$ cat src/hdl/ocp_pkg.sv
package ocp_pkg;
   // ----------------------------------------------------------------
   // frame layout
   // ----------------------------------------------------------------
   localparam int CMD_BITS       = 5;
   localparam int NORM_BITS      = 16;
   localparam int EXT_BITS       = 46;
   localparam int EXT_CLK_PER_BIT = 4;
   localparam int CMD_RW_POS     = 4;
   localparam int CMD_EXT_POS    = 3;

   // ----------------------------------------------------------------
   // command codes
   // ----------------------------------------------------------------
   localparam logic [4:0] CMD_RUNTIME_SETUP     = 5'h17;
   localparam logic [4:0] CMD_FUSE_UNLOCK       = 5'h10;
   localparam logic [4:0] CMD_FUSE_LOAD         = 5'h1f;
   localparam logic [4:0] CMD_FUSE_BURN         = 5'h19;
   localparam logic [4:0] CMD_FUSE_READ         = 5'h0f;
   localparam logic [4:0] CMD_FUSE_ANALOG_READ  = 5'h09;
   localparam logic [15:0] UNLOCK_PATTERN       = 16'h8cae;

   // ----------------------------------------------------------------
   // runtime setup fields
   // ----------------------------------------------------------------
   localparam int RS_SLEEP_POS  = 15;
   localparam int RS_GRST_POS   = 14;
   localparam int RS_TESTBUS_POS = 9;
   localparam int RS_OBSKIP_POS = 8;

   // ----------------------------------------------------------------
   // fuse word fields
   // ----------------------------------------------------------------
   localparam int FW_INVERT_POS = 11;
   localparam int FW_CMSIN_POS  = 10;
   localparam int FW_CMCOS_POS  = 9;
   localparam int FW_GAIN_LSB   = 7;
   localparam int FW_GAIN_W     = 2;
   localparam int FW_BIAS_POS   = 6;
   localparam int FW_HALL_LSB   = 0;
   localparam int FW_HALL_W     = 6;
   localparam int FW_LOCK_POS   = 13;
   localparam int FW_USER_MSB   = 12;
   localparam int FW_TRIM_LSB   = 14;
   localparam int FW_TRIM_MSB   = 43;
   localparam int FW_TEST_LSB   = 44;
   localparam int FW_TEST_MSB   = 45;
   localparam logic [45:0] FUSE_RESET = 46'h0;

   // ----------------------------------------------------------------
   // carriers
   // ----------------------------------------------------------------
   typedef struct packed {
      logic       low_power_request;
      logic       global_reset;
      logic       test_bus_route;
      logic       output_buffer_skip;
   } ocp_runtime_s;

   typedef struct packed {
      logic       invert_channel;
      logic       sine_common_level_out;
      logic       cosine_common_level_out;
      logic [1:0] amp_gain;
      logic       output_bias_select;
      logic [5:0] hall_bias;
   } ocp_user_s;

   typedef enum logic [2:0] {
      ST_IDLE = 3'b000,
      ST_CMD  = 3'b001,
      ST_DATA = 3'b010,
      ST_DONE = 3'b011
   } ocp_state_e;

   function automatic ocp_user_s ocp_decode_user(input logic [45:0] w);
      ocp_user_s u;
      u.invert_channel          = w[FW_INVERT_POS];
      u.sine_common_level_out   = w[FW_CMSIN_POS];
      u.cosine_common_level_out = w[FW_CMCOS_POS];
      u.amp_gain                = w[FW_GAIN_LSB +: FW_GAIN_W];
      u.output_bias_select      = w[FW_BIAS_POS];
      u.hall_bias               = w[FW_HALL_LSB +: FW_HALL_W];
      return u;
   endfunction
endpackage

$ cat src/hdl/ocp_serial_port.sv
`timescale 1ns/1ns
// Functional notes
// - runtime write 10111: data bit 15 low-power request, bit 14 global reset.
// - runtime write bit 9 routes both channels to the internal test bus.
// - runtime write bit 8 disables and bypasses the output buffer.
// - extended commands: load 11111, burn 11001, read 01111, analog read 01001.
// - fuse bit 11 selects true or inverted sine and cosine outputs.
// - fuse bit 10 selects differential or common level on sine negative pin.
// - fuse bit 9 selects differential or common level on cosine negative pin.
// - fuse bits 8:7 are the two-bit amplifier gain code.
// - fuse bit 6 selects output bias 1.5V (0) or 2.5V (1).
// - fuse bits 5:0 are the six-bit hall bias current code.
// - extended mode: each data bit lasts four interface clocks.
// - device holds a 46-bit fuse word programmable through the port.
// - fuse bits 44 and 45 reserved for fuse test and protection.
// - fuse bit 13 locks factory trim bits against change.
// - normal frame: five command bits msb first, then 16 data bits.
// - interface held in reset while chip select low; access starts on its rise.
// - command bit 4 read/write, bit 3 normal/extended timing.
// - extended frame: five command bits then 46 data bits msb first.
module ocp_serial_port
   import ocp_pkg::*;
(
   input  wire logic        clk,
   input  wire logic        nrst,
   input  wire logic        chip_select,
   input  wire logic        interface_clock,
   input  wire logic        serial_data_line_in,
   output logic             serial_data_line_out,
   output logic             serial_data_line_oe,
   output logic             low_power_request,
   output logic             global_reset_pulse,
   output logic             test_bus_route,
   output logic             output_buffer_skip,
   output ocp_user_s        user_cfg,
   output logic             fuse_burn_strobe,
   output logic             fuse_analog_readback_active,
   output logic [5:0]       fuse_analog_bit_index,
   output logic [45:0]      fuse_word
);

   // ----------------------------------------------------------------
   // pin synchronisers and edge find
   // ----------------------------------------------------------------
   logic [1:0] cs_sync;
   logic [1:0] ck_sync;
   logic [1:0] di_sync;
   logic       ck_prev;
   logic       cs_prev;

   always_ff @(posedge clk) begin
      if (!nrst) begin
         cs_sync <= 2'h0;
         ck_sync <= 2'h0;
         di_sync <= 2'h0;
         ck_prev <= 1'b0;
         cs_prev <= 1'b0;
      end else begin
         cs_sync <= {cs_sync[0], chip_select};
         ck_sync <= {ck_sync[0], interface_clock};
         di_sync <= {di_sync[0], serial_data_line_in};
         ck_prev <= ck_sync[1];
         cs_prev <= cs_sync[1];
      end
   end

   logic cs_on;
   logic ck_rise;
   logic ck_fall;
   logic din;
   assign cs_on   = cs_sync[1];
   assign ck_rise = ck_sync[1] & ~ck_prev;
   assign ck_fall = ~ck_sync[1] & ck_prev;
   assign din     = di_sync[1];

   // ----------------------------------------------------------------
   // frame sequencer
   // ----------------------------------------------------------------
   ocp_state_e state;
   logic [4:0]  cmd;
   logic [2:0]  cmd_cnt;
   logic [5:0]  bit_cnt;
   logic [1:0]  sub_cnt;
   logic [45:0] shreg;
   logic [45:0] rd_shift;
   logic        unlocked;

   logic is_ext;
   logic is_read;
   logic [5:0] data_len;
   logic       last_sub;
   assign is_ext   = cmd[CMD_EXT_POS];
   assign is_read  = ~cmd[CMD_RW_POS];
   assign data_len = is_ext ? 6'(EXT_BITS) : 6'(NORM_BITS);
   assign last_sub = ~is_ext | (sub_cnt == 2'(EXT_CLK_PER_BIT - 1));

   logic frame_end;
   assign frame_end = (state == ST_DATA) && ck_rise && last_sub && (bit_cnt == data_len - 6'h1);

   always_ff @(posedge clk) begin
      if (!nrst || !cs_on) begin
         state   <= ST_IDLE;
         cmd     <= 5'h0;
         cmd_cnt <= 3'h0;
         bit_cnt <= 6'h0;
         sub_cnt <= 2'h0;
         shreg   <= 46'h0;
      end else begin
         case (state)
            ST_IDLE: begin
               if (!cs_prev) begin
                  state <= ST_CMD;
               end
            end
            ST_CMD: begin
               if (ck_rise) begin
                  cmd     <= {cmd[3:0], din};
                  cmd_cnt <= cmd_cnt + 3'h1;
                  if (cmd_cnt == 3'(CMD_BITS - 1)) begin
                     state <= ST_DATA;
                  end
               end
            end
            ST_DATA: begin
               if (ck_rise) begin
                  sub_cnt <= last_sub ? 2'h0 : sub_cnt + 2'h1;
                  if (last_sub) begin
                     shreg   <= {shreg[44:0], din};
                     bit_cnt <= bit_cnt + 6'h1;
                     if (frame_end) begin
                        state <= ST_DONE;
                     end
                  end
               end
            end
            ST_DONE: state <= ST_DONE;
            default: state <= ST_IDLE;
         endcase
      end
   end

   // ----------------------------------------------------------------
   // unlock tracking
   // ----------------------------------------------------------------
   logic wr_norm_done;
   logic wr_ext_done;
   logic [45:0] ext_word;
   assign wr_norm_done = frame_end && !is_read && !is_ext;
   assign wr_ext_done  = frame_end && !is_read && is_ext;
   assign ext_word     = {shreg[44:0], din};

   // kept across chip select low: unlock and fuse access are separate frames
   always_ff @(posedge clk) begin
      if (!nrst) begin
         unlocked <= 1'b0;
      end else if (wr_norm_done && {cmd} == CMD_FUSE_UNLOCK && ext_word[15:0] == UNLOCK_PATTERN) begin
         unlocked <= 1'b1;
      end
   end

   // ----------------------------------------------------------------
   // runtime setup
   // ----------------------------------------------------------------
   always_ff @(posedge clk) begin
      if (!nrst) begin
         low_power_request  <= 1'b0;
         global_reset_pulse <= 1'b0;
         test_bus_route     <= 1'b0;
         output_buffer_skip <= 1'b0;
      end else begin
         global_reset_pulse <= 1'b0;
         if (wr_norm_done && cmd == CMD_RUNTIME_SETUP) begin
            low_power_request  <= ext_word[RS_SLEEP_POS];
            global_reset_pulse <= ext_word[RS_GRST_POS];
            test_bus_route     <= ext_word[RS_TESTBUS_POS];
            output_buffer_skip <= ext_word[RS_OBSKIP_POS];
         end
      end
   end

   // ----------------------------------------------------------------
   // fuse word: load, burn, lock
   // ----------------------------------------------------------------
   logic [45:0] burned;
   logic [45:0] next_fuse;

   always_comb begin
      next_fuse = fuse_word;
      // user field always writable; reserved test bits never
      next_fuse[FW_USER_MSB:0] = ext_word[FW_USER_MSB:0];
      if (!burned[FW_LOCK_POS]) begin
         next_fuse[FW_TRIM_MSB:FW_LOCK_POS] = ext_word[FW_TRIM_MSB:FW_LOCK_POS];
      end
      next_fuse[FW_TEST_MSB:FW_TEST_LSB] = fuse_word[FW_TEST_MSB:FW_TEST_LSB];
   end

   always_ff @(posedge clk) begin
      if (!nrst) begin
         fuse_word        <= FUSE_RESET;
         burned           <= FUSE_RESET;
         fuse_burn_strobe <= 1'b0;
      end else begin
         fuse_burn_strobe <= 1'b0;
         if (wr_ext_done && unlocked) begin
            if (cmd == CMD_FUSE_LOAD) begin
               fuse_word <= next_fuse;
            end else if (cmd == CMD_FUSE_BURN) begin
               fuse_word        <= next_fuse;
               burned           <= burned | next_fuse;
               fuse_burn_strobe <= 1'b1;
            end
         end
      end
   end

   always_ff @(posedge clk) begin
      if (!nrst) begin
         user_cfg <= '0;
      end else begin
         user_cfg <= ocp_decode_user(fuse_word);
      end
   end

   // ----------------------------------------------------------------
   // read path: data driven after falling edge, sampled on rising
   // ----------------------------------------------------------------
   logic rd_active;
   assign rd_active = (state == ST_DATA) && is_read;

   always_ff @(posedge clk) begin
      if (!nrst || !cs_on) begin
         rd_shift                    <= 46'h0;
         serial_data_line_out        <= 1'b0;
         serial_data_line_oe         <= 1'b0;
         fuse_analog_readback_active <= 1'b0;
         fuse_analog_bit_index       <= 6'h0;
      end else begin
         if (state == ST_CMD && ck_rise && cmd_cnt == 3'(CMD_BITS - 1)) begin
            rd_shift <= fuse_word;
         end else if (rd_active && ck_rise && last_sub) begin
            rd_shift <= {rd_shift[44:0], 1'b0};
         end
         if (rd_active && ck_fall) begin
            serial_data_line_oe  <= (cmd == CMD_FUSE_READ) || !is_ext;
            serial_data_line_out <= is_ext ? rd_shift[EXT_BITS-1] : rd_shift[NORM_BITS-1];
         end else if (!rd_active) begin
            serial_data_line_oe <= 1'b0;
         end
         fuse_analog_readback_active <= rd_active && cmd == CMD_FUSE_ANALOG_READ;
         fuse_analog_bit_index       <= 6'(EXT_BITS - 1) - bit_cnt;
      end
   end

endmodule

$ cat config.mk
export PLATFORM = sky130hd
export DESIGN_NAME = ocp_serial_port
export DESIGN_NICKNAME = d
export VERILOG_FILES = /design/src/hdl/ocp_pkg.sv /design/src/hdl/ocp_serial_port.sv
export SDC_FILE = /design/constraint.sdc
export NUM_CORES = 1
export LEC_CHECK = 0
export BUFFER_PORTS_ARGS = -buffer_cell sky130_fd_sc_hd__buf_2
export CELL_PAD_IN_SITES_DETAIL_PLACEMENT = 0
export CELL_PAD_IN_SITES_GLOBAL_PLACEMENT = 1
export CORE_AREA = 5 5 135 137
export CTS_CLUSTER_SIZE = 10
export DETAILED_ROUTE_END_ITERATION = 8
export DIE_AREA = 0 0 140 142
export PLACE_DENSITY_LB_ADDON = 0.1
export SETUP_SLACK_MARGIN = 0.3
export SLEW_MARGIN = 15
export SYNTH_ARGS = -nofsm -noshare
export SYNTH_HDL_FRONTEND = slang
export SYNTH_SLANG_ARGS = --single-unit
$ cat constraint.sdc
create_clock -name clk -period 1.8 [get_ports clk]
set_input_delay 0.18 -clock clk [delete_from_list [all_inputs] [get_ports clk]]
set_output_delay 0.18 -clock clk [all_outputs]
set_load 0.1 [all_outputs]
Word level (Yosys, flattened, before mapping). Cells that the tools add are included. W data, S select, Z words.

Bitwise logic cells: 11. Add/subtract/negate cells: 5. Eq/ne operators: 20. Mux-type cells: 18. Reductions and logical operators: 33.

Operators by type and width (count): $mux W46 (2); $mux W44 (2); $or A46 B44 Y46 (1); $mux W31 (1); $eq A5 B5 Y1 const B (4); $mux W3 (6); $logic_and A1 B1 Y1 (17); $eq A16 B16 Y1 const B (1); $pmux W3 S4 (1); $eq A5 B4 Y1 const B (2); $ne A2 B2 Y1 const B (5); $reduce_and A2 Y1 (4); $not A1 Y1 (7); $add A6 B1 Y6 const B (1); $eq A3 B2 Y1 const B (2); $eq A6 B6 Y1 (1); $mux W6 (1); $reduce_and A3 Y1 (2); $reduce_and A6 Y1 (1); $sub A6 B1 Y6 const B (1); $sub A6 B6 Y6 const A (1); $mux W1 (4); $ne A2 B1 Y1 const B (2); $reduce_bool A2 Y1 (2); other kinds (12) (16).

Register bits: 233. Output and inout port bits: 72. Input port bits: 5. Logic and storage cells: 117.

Logic depth before layout (Yosys ltp).
Depth after elaboration: 10. Gate-level depth with buffers: 7. Gate-level depth less buffers: 5.

Worst setup path before layout. Ideal clock, no wire load.

Kind: reg2reg. From: register state[0]. To: register fuse_word[10]. Library setup time: 0.073 ns. Arrival time: 1.517 ns. Clock period less this slack: 1.590 ns. Path buffers: 3. Stages on the path, launching flop included: 8. Data required time: 1.727 ns. Slack: 0.210 ns. Cells stage by stage: dfxtp_1 > nand4bb_1 > buf_6 > nor4_4 > and3_1 > buf_6 > buf_12 > mux2i_1.

Cells in the longest elaborated chain, start to end: 8.

RTL lines: start: declaration (RTL line ocp_serial_port.sv:79) `ocp_state_e state;`; start signal: assignment (RTL line ocp_serial_port.sv:102) `state <= ST_IDLE;`; start signal: assignment (RTL line ocp_serial_port.sv:112) `state <= ST_CMD;`; start signal: assignment (RTL line ocp_serial_port.sv:120) `state <= ST_DATA;`; $eq A3 B2 Y1 (RTL line ocp_serial_port.sv:98) `assign frame_end = (state == ST_DATA) && ck_rise && last_sub && (bit_cnt == data_len - 6'h1);`; $logic_and A1 B1 Y1 (3 in series) (RTL line ocp_serial_port.sv:98); $logic_and A1 B1 Y1 (2 in series) (RTL line ocp_serial_port.sv:149) `assign wr_ext_done = frame_end && !is_read && is_ext;`; $logic_and A1 B1 Y1 (RTL line ocp_serial_port.sv:204) `if (wr_ext_done && unlocked) begin`; $reduce_and A2 Y1 (no source line); end signal: assignment (RTL line ocp_serial_port.sv:206) `fuse_word <= next_fuse;`; end signal: assignment (RTL line ocp_serial_port.sv:208) `fuse_word <= next_fuse;`; end: declaration (RTL line ocp_serial_port.sv:39) `output logic [45:0] fuse_word`.

Every way passes these cells. A chain may end at the register's enable or synchronous reset.

Worst setup path in the final report.
From: register sub_cnt[0]. To: register bit_cnt[0].

Cells in the longest elaborated chain, start to end: 3.

RTL lines: start: declaration (RTL line ocp_serial_port.sv:83) `logic [1:0] sub_cnt;`; start signal: assignment (RTL line ocp_serial_port.sv:126) `sub_cnt <= last_sub ? 2'h0 : sub_cnt + 2'h1;`; $eq A2 B2 Y1 (RTL line ocp_serial_port.sv:95) `assign last_sub = ~is_ext | (sub_cnt == 2'(EXT_CLK_PER_BIT - 1));`; $or A1 B1 Y1 (RTL line ocp_serial_port.sv:95); $reduce_and A3 Y1 (no source line); end signal: assignment (RTL line ocp_serial_port.sv:129) `bit_cnt <= bit_cnt + 6'h1;`; end: declaration (RTL line ocp_serial_port.sv:82) `logic [5:0] bit_cnt;`.

Every way passes these cells.

==> metrics.txt <==
DR WL/cell=17.63 um; share of cells above drive strength 1=27.58%; setup violators final=0; CTS tree=built; gp weighted congestion=0.8402; clock root cell=clkbuf_16; nets=930; grt ovf=0; crit path kind=reg2reg; grt peak-use layer=met2; Ys Warns=0; dpl hpwl=11,740 um; Max-Cap Viols=0; Placement Rows=48; status=complete, no violations; Inst Count DP=1,082; hold crit path type=in2reg; vias in the first global route=5,727; most frequent cell after synthesis=dfxtp_1; largest cells by area after synthesis=dfxtp_1 (52%), nand2_1 (7.4%), a21oi_1 (7.0%); post-synth top area share=51.53%; Final Util=56.17%; core area=16,940 um2; Fin Clk Skew=0.01511 ns; Syn-to-layout area delta=30.95%; Die Ht=142 um; syn avg cell area=8.838 um2; Clock transition at path regs=0.07 ns; grt met3 use=4.133%; via count=6,258; GR met2 Demand/Resource=32.19%; 1st-pass router iterations=5; Synth Flop Type=dfxtp_1; Seq cells post-synth=187; Syn Std Cell Area=7264 um2; post-synthesis cell type count=49; Final ANT Viol Nets=0; Worst-Margin Slew=0.5116 ns; CP Capture Type=flip-flop; Leak=3.422 nW; vias per cell=5.409; initial antenna violation count=0; Initial Util=42.89%; largest net degree at the start of global routing=74; post-layout min period=1.641 ns; final slew viol count=0; Post-Synthesis Cells=822; mux cell area share after synthesis=2.894%; Worst Path Required=2.11 ns; Final Instance Count excl. Fillers=1,157; M1 GR Usage=26.74%; DRT iter0 DRCs=541; most frequent cells after synthesis=dfxtp_1 (187), nand2_1 (143), a21oi_1 (102); largest family of logic cells by synthesized area=simple AND/OR/NAND/NOR gates; I/O pins=77; Peak VDD IR=0.6695 mV; post-route cell area=9513 um2; final worst-path cycle share=91.16%; sequential element share of the synthesized area=51.53%; CTS H-tree lvls=4; first-pass GRT wire length=31,530 um; die width=140 um; Detailed Route WL=20,400 um; area of the multi-input gates=3435 um2; pre-CTS setup slack=0.1415 ns; Skew-Pair Late Insertion Delay=0.44 ns; All-Layer GR Usage=19.76%; Yosys top cell by area=dfxtp_1; Synth Area in Compound Gates=17.19%; top fanout value on the critical path=6; fin worst setup slack=0.1590 ns; count of final hold-check violations=0; worst hold slack=0.2371 ns; Max Root-Sink Buffers=2; TNS Setup=0 ns; Critical Path AT=1.95 ns; headroom to the max-slew limit=65.83%; XOR/XNOR Fraction of Synth Area=1.447%; input/output buffers=74; # diodes=0; P per Cell Area=852.4 nW/um2; die footprint=19,880 um2; simple-gate portion of the synthesized area=19.93%; TritonCTS buffer count=17; fmax=609.4 MHz; Clock Sinks=187; drt drc=0; nature of the critical path startpoint=flip-flop; post-synthesis adder-cell area fraction=1.033%; EDFF count, synth=0; register area=3780 um2; post-layout power=8.109 mW; Placed Area=7928 um2; Post-synth ARST share=0%; RSZ-0062 raised after global routing=yes; Filler cells=1,536
==> critical path, stage by stage, from the launching register on <==
cell	delay [ns]
dfxtp_2	0.34
ha_4	0.16
nor2b_1	0.42
nor2_4	0.10
buf_4	0.18
buf_12	0.14
xnor2_1	0.13
nor2_1	0.06
==> worst paths after layout <==
kind,end,slack (ns),start,cells past startpoint
worst max-delay path,bit_cnt[0],0.16,sub_cnt[0],7
worst min-delay path,shreg[36],0.24,nrst,3
worst max register to register,bit_cnt[0],0.16,sub_cnt[0],7
worst min register to register,di_sync[1],0.44,di_sync[0],1
==> power breakdown <==
group	total, mW	internal (mW)	switching (mW)
clock network	3.84	2.20	1.64
logic	0.130	0.0378	0.0924
registers	4.14	4.14	0.00599
==> layout by cell type (no fill, tap or decap), types with 27 or more instances in the layout <==
| cell type | n |
|---|---|
| nor2_1 | 27 |
| a22oi_1 | 33 |
| a21oi_1 | 101 |
| dfxtp_1 | 172 |
| nand2_1 | 140 |
| o21ai_0 | 37 |
| nand3_2 | 28 |
| buf_4 | 36 |
| nand3_1 | 38 |
| buf_2 | 69 |
==> per-layer routing <==
layer | wire length (um) | vias up | share of wire [%]
li1 | - | 3030 | -
met3 | 898 | 24 | 4.4
met2 | 9811 | 168 | 48
met5 | 0 | - | 0
met4 | 303 | 0 | 1.5
met1 | 9383 | 3036 | 46
==> final cells by class <==
type / count / area share [%]
flip-flops and latches: 187 / 39.73
multi-input cells: 550 / 36.10
well taps: 225 / 2.959
inverters: 16 / 0.6708
repair buffers: 147 / 14.23
clock buffers: 19 / 4.551
clock inverters: 13 / 1.749
==> what timing repair did <==
item / 4_1_cts / 5_1_grt
setup buffers: 11 / 17
hold buffers: 3 / 0
setup endpoints to repair: 137 / 147
hold endpoints to repair: 3 / 0
pin swaps: 58 / 10
gates resized for setup: 102 / 45
cloned: 6 / 6
==> kinds of logic after synthesis <==
kind of cell	count (synthesis)
flops	187
fa+ha+maj	6
buf+inv	86
compound gates	214
xor+xnor	12
simple gates	295
mux	21
other cells	1
No activity file was read; power rests on OpenSTA's default activity.
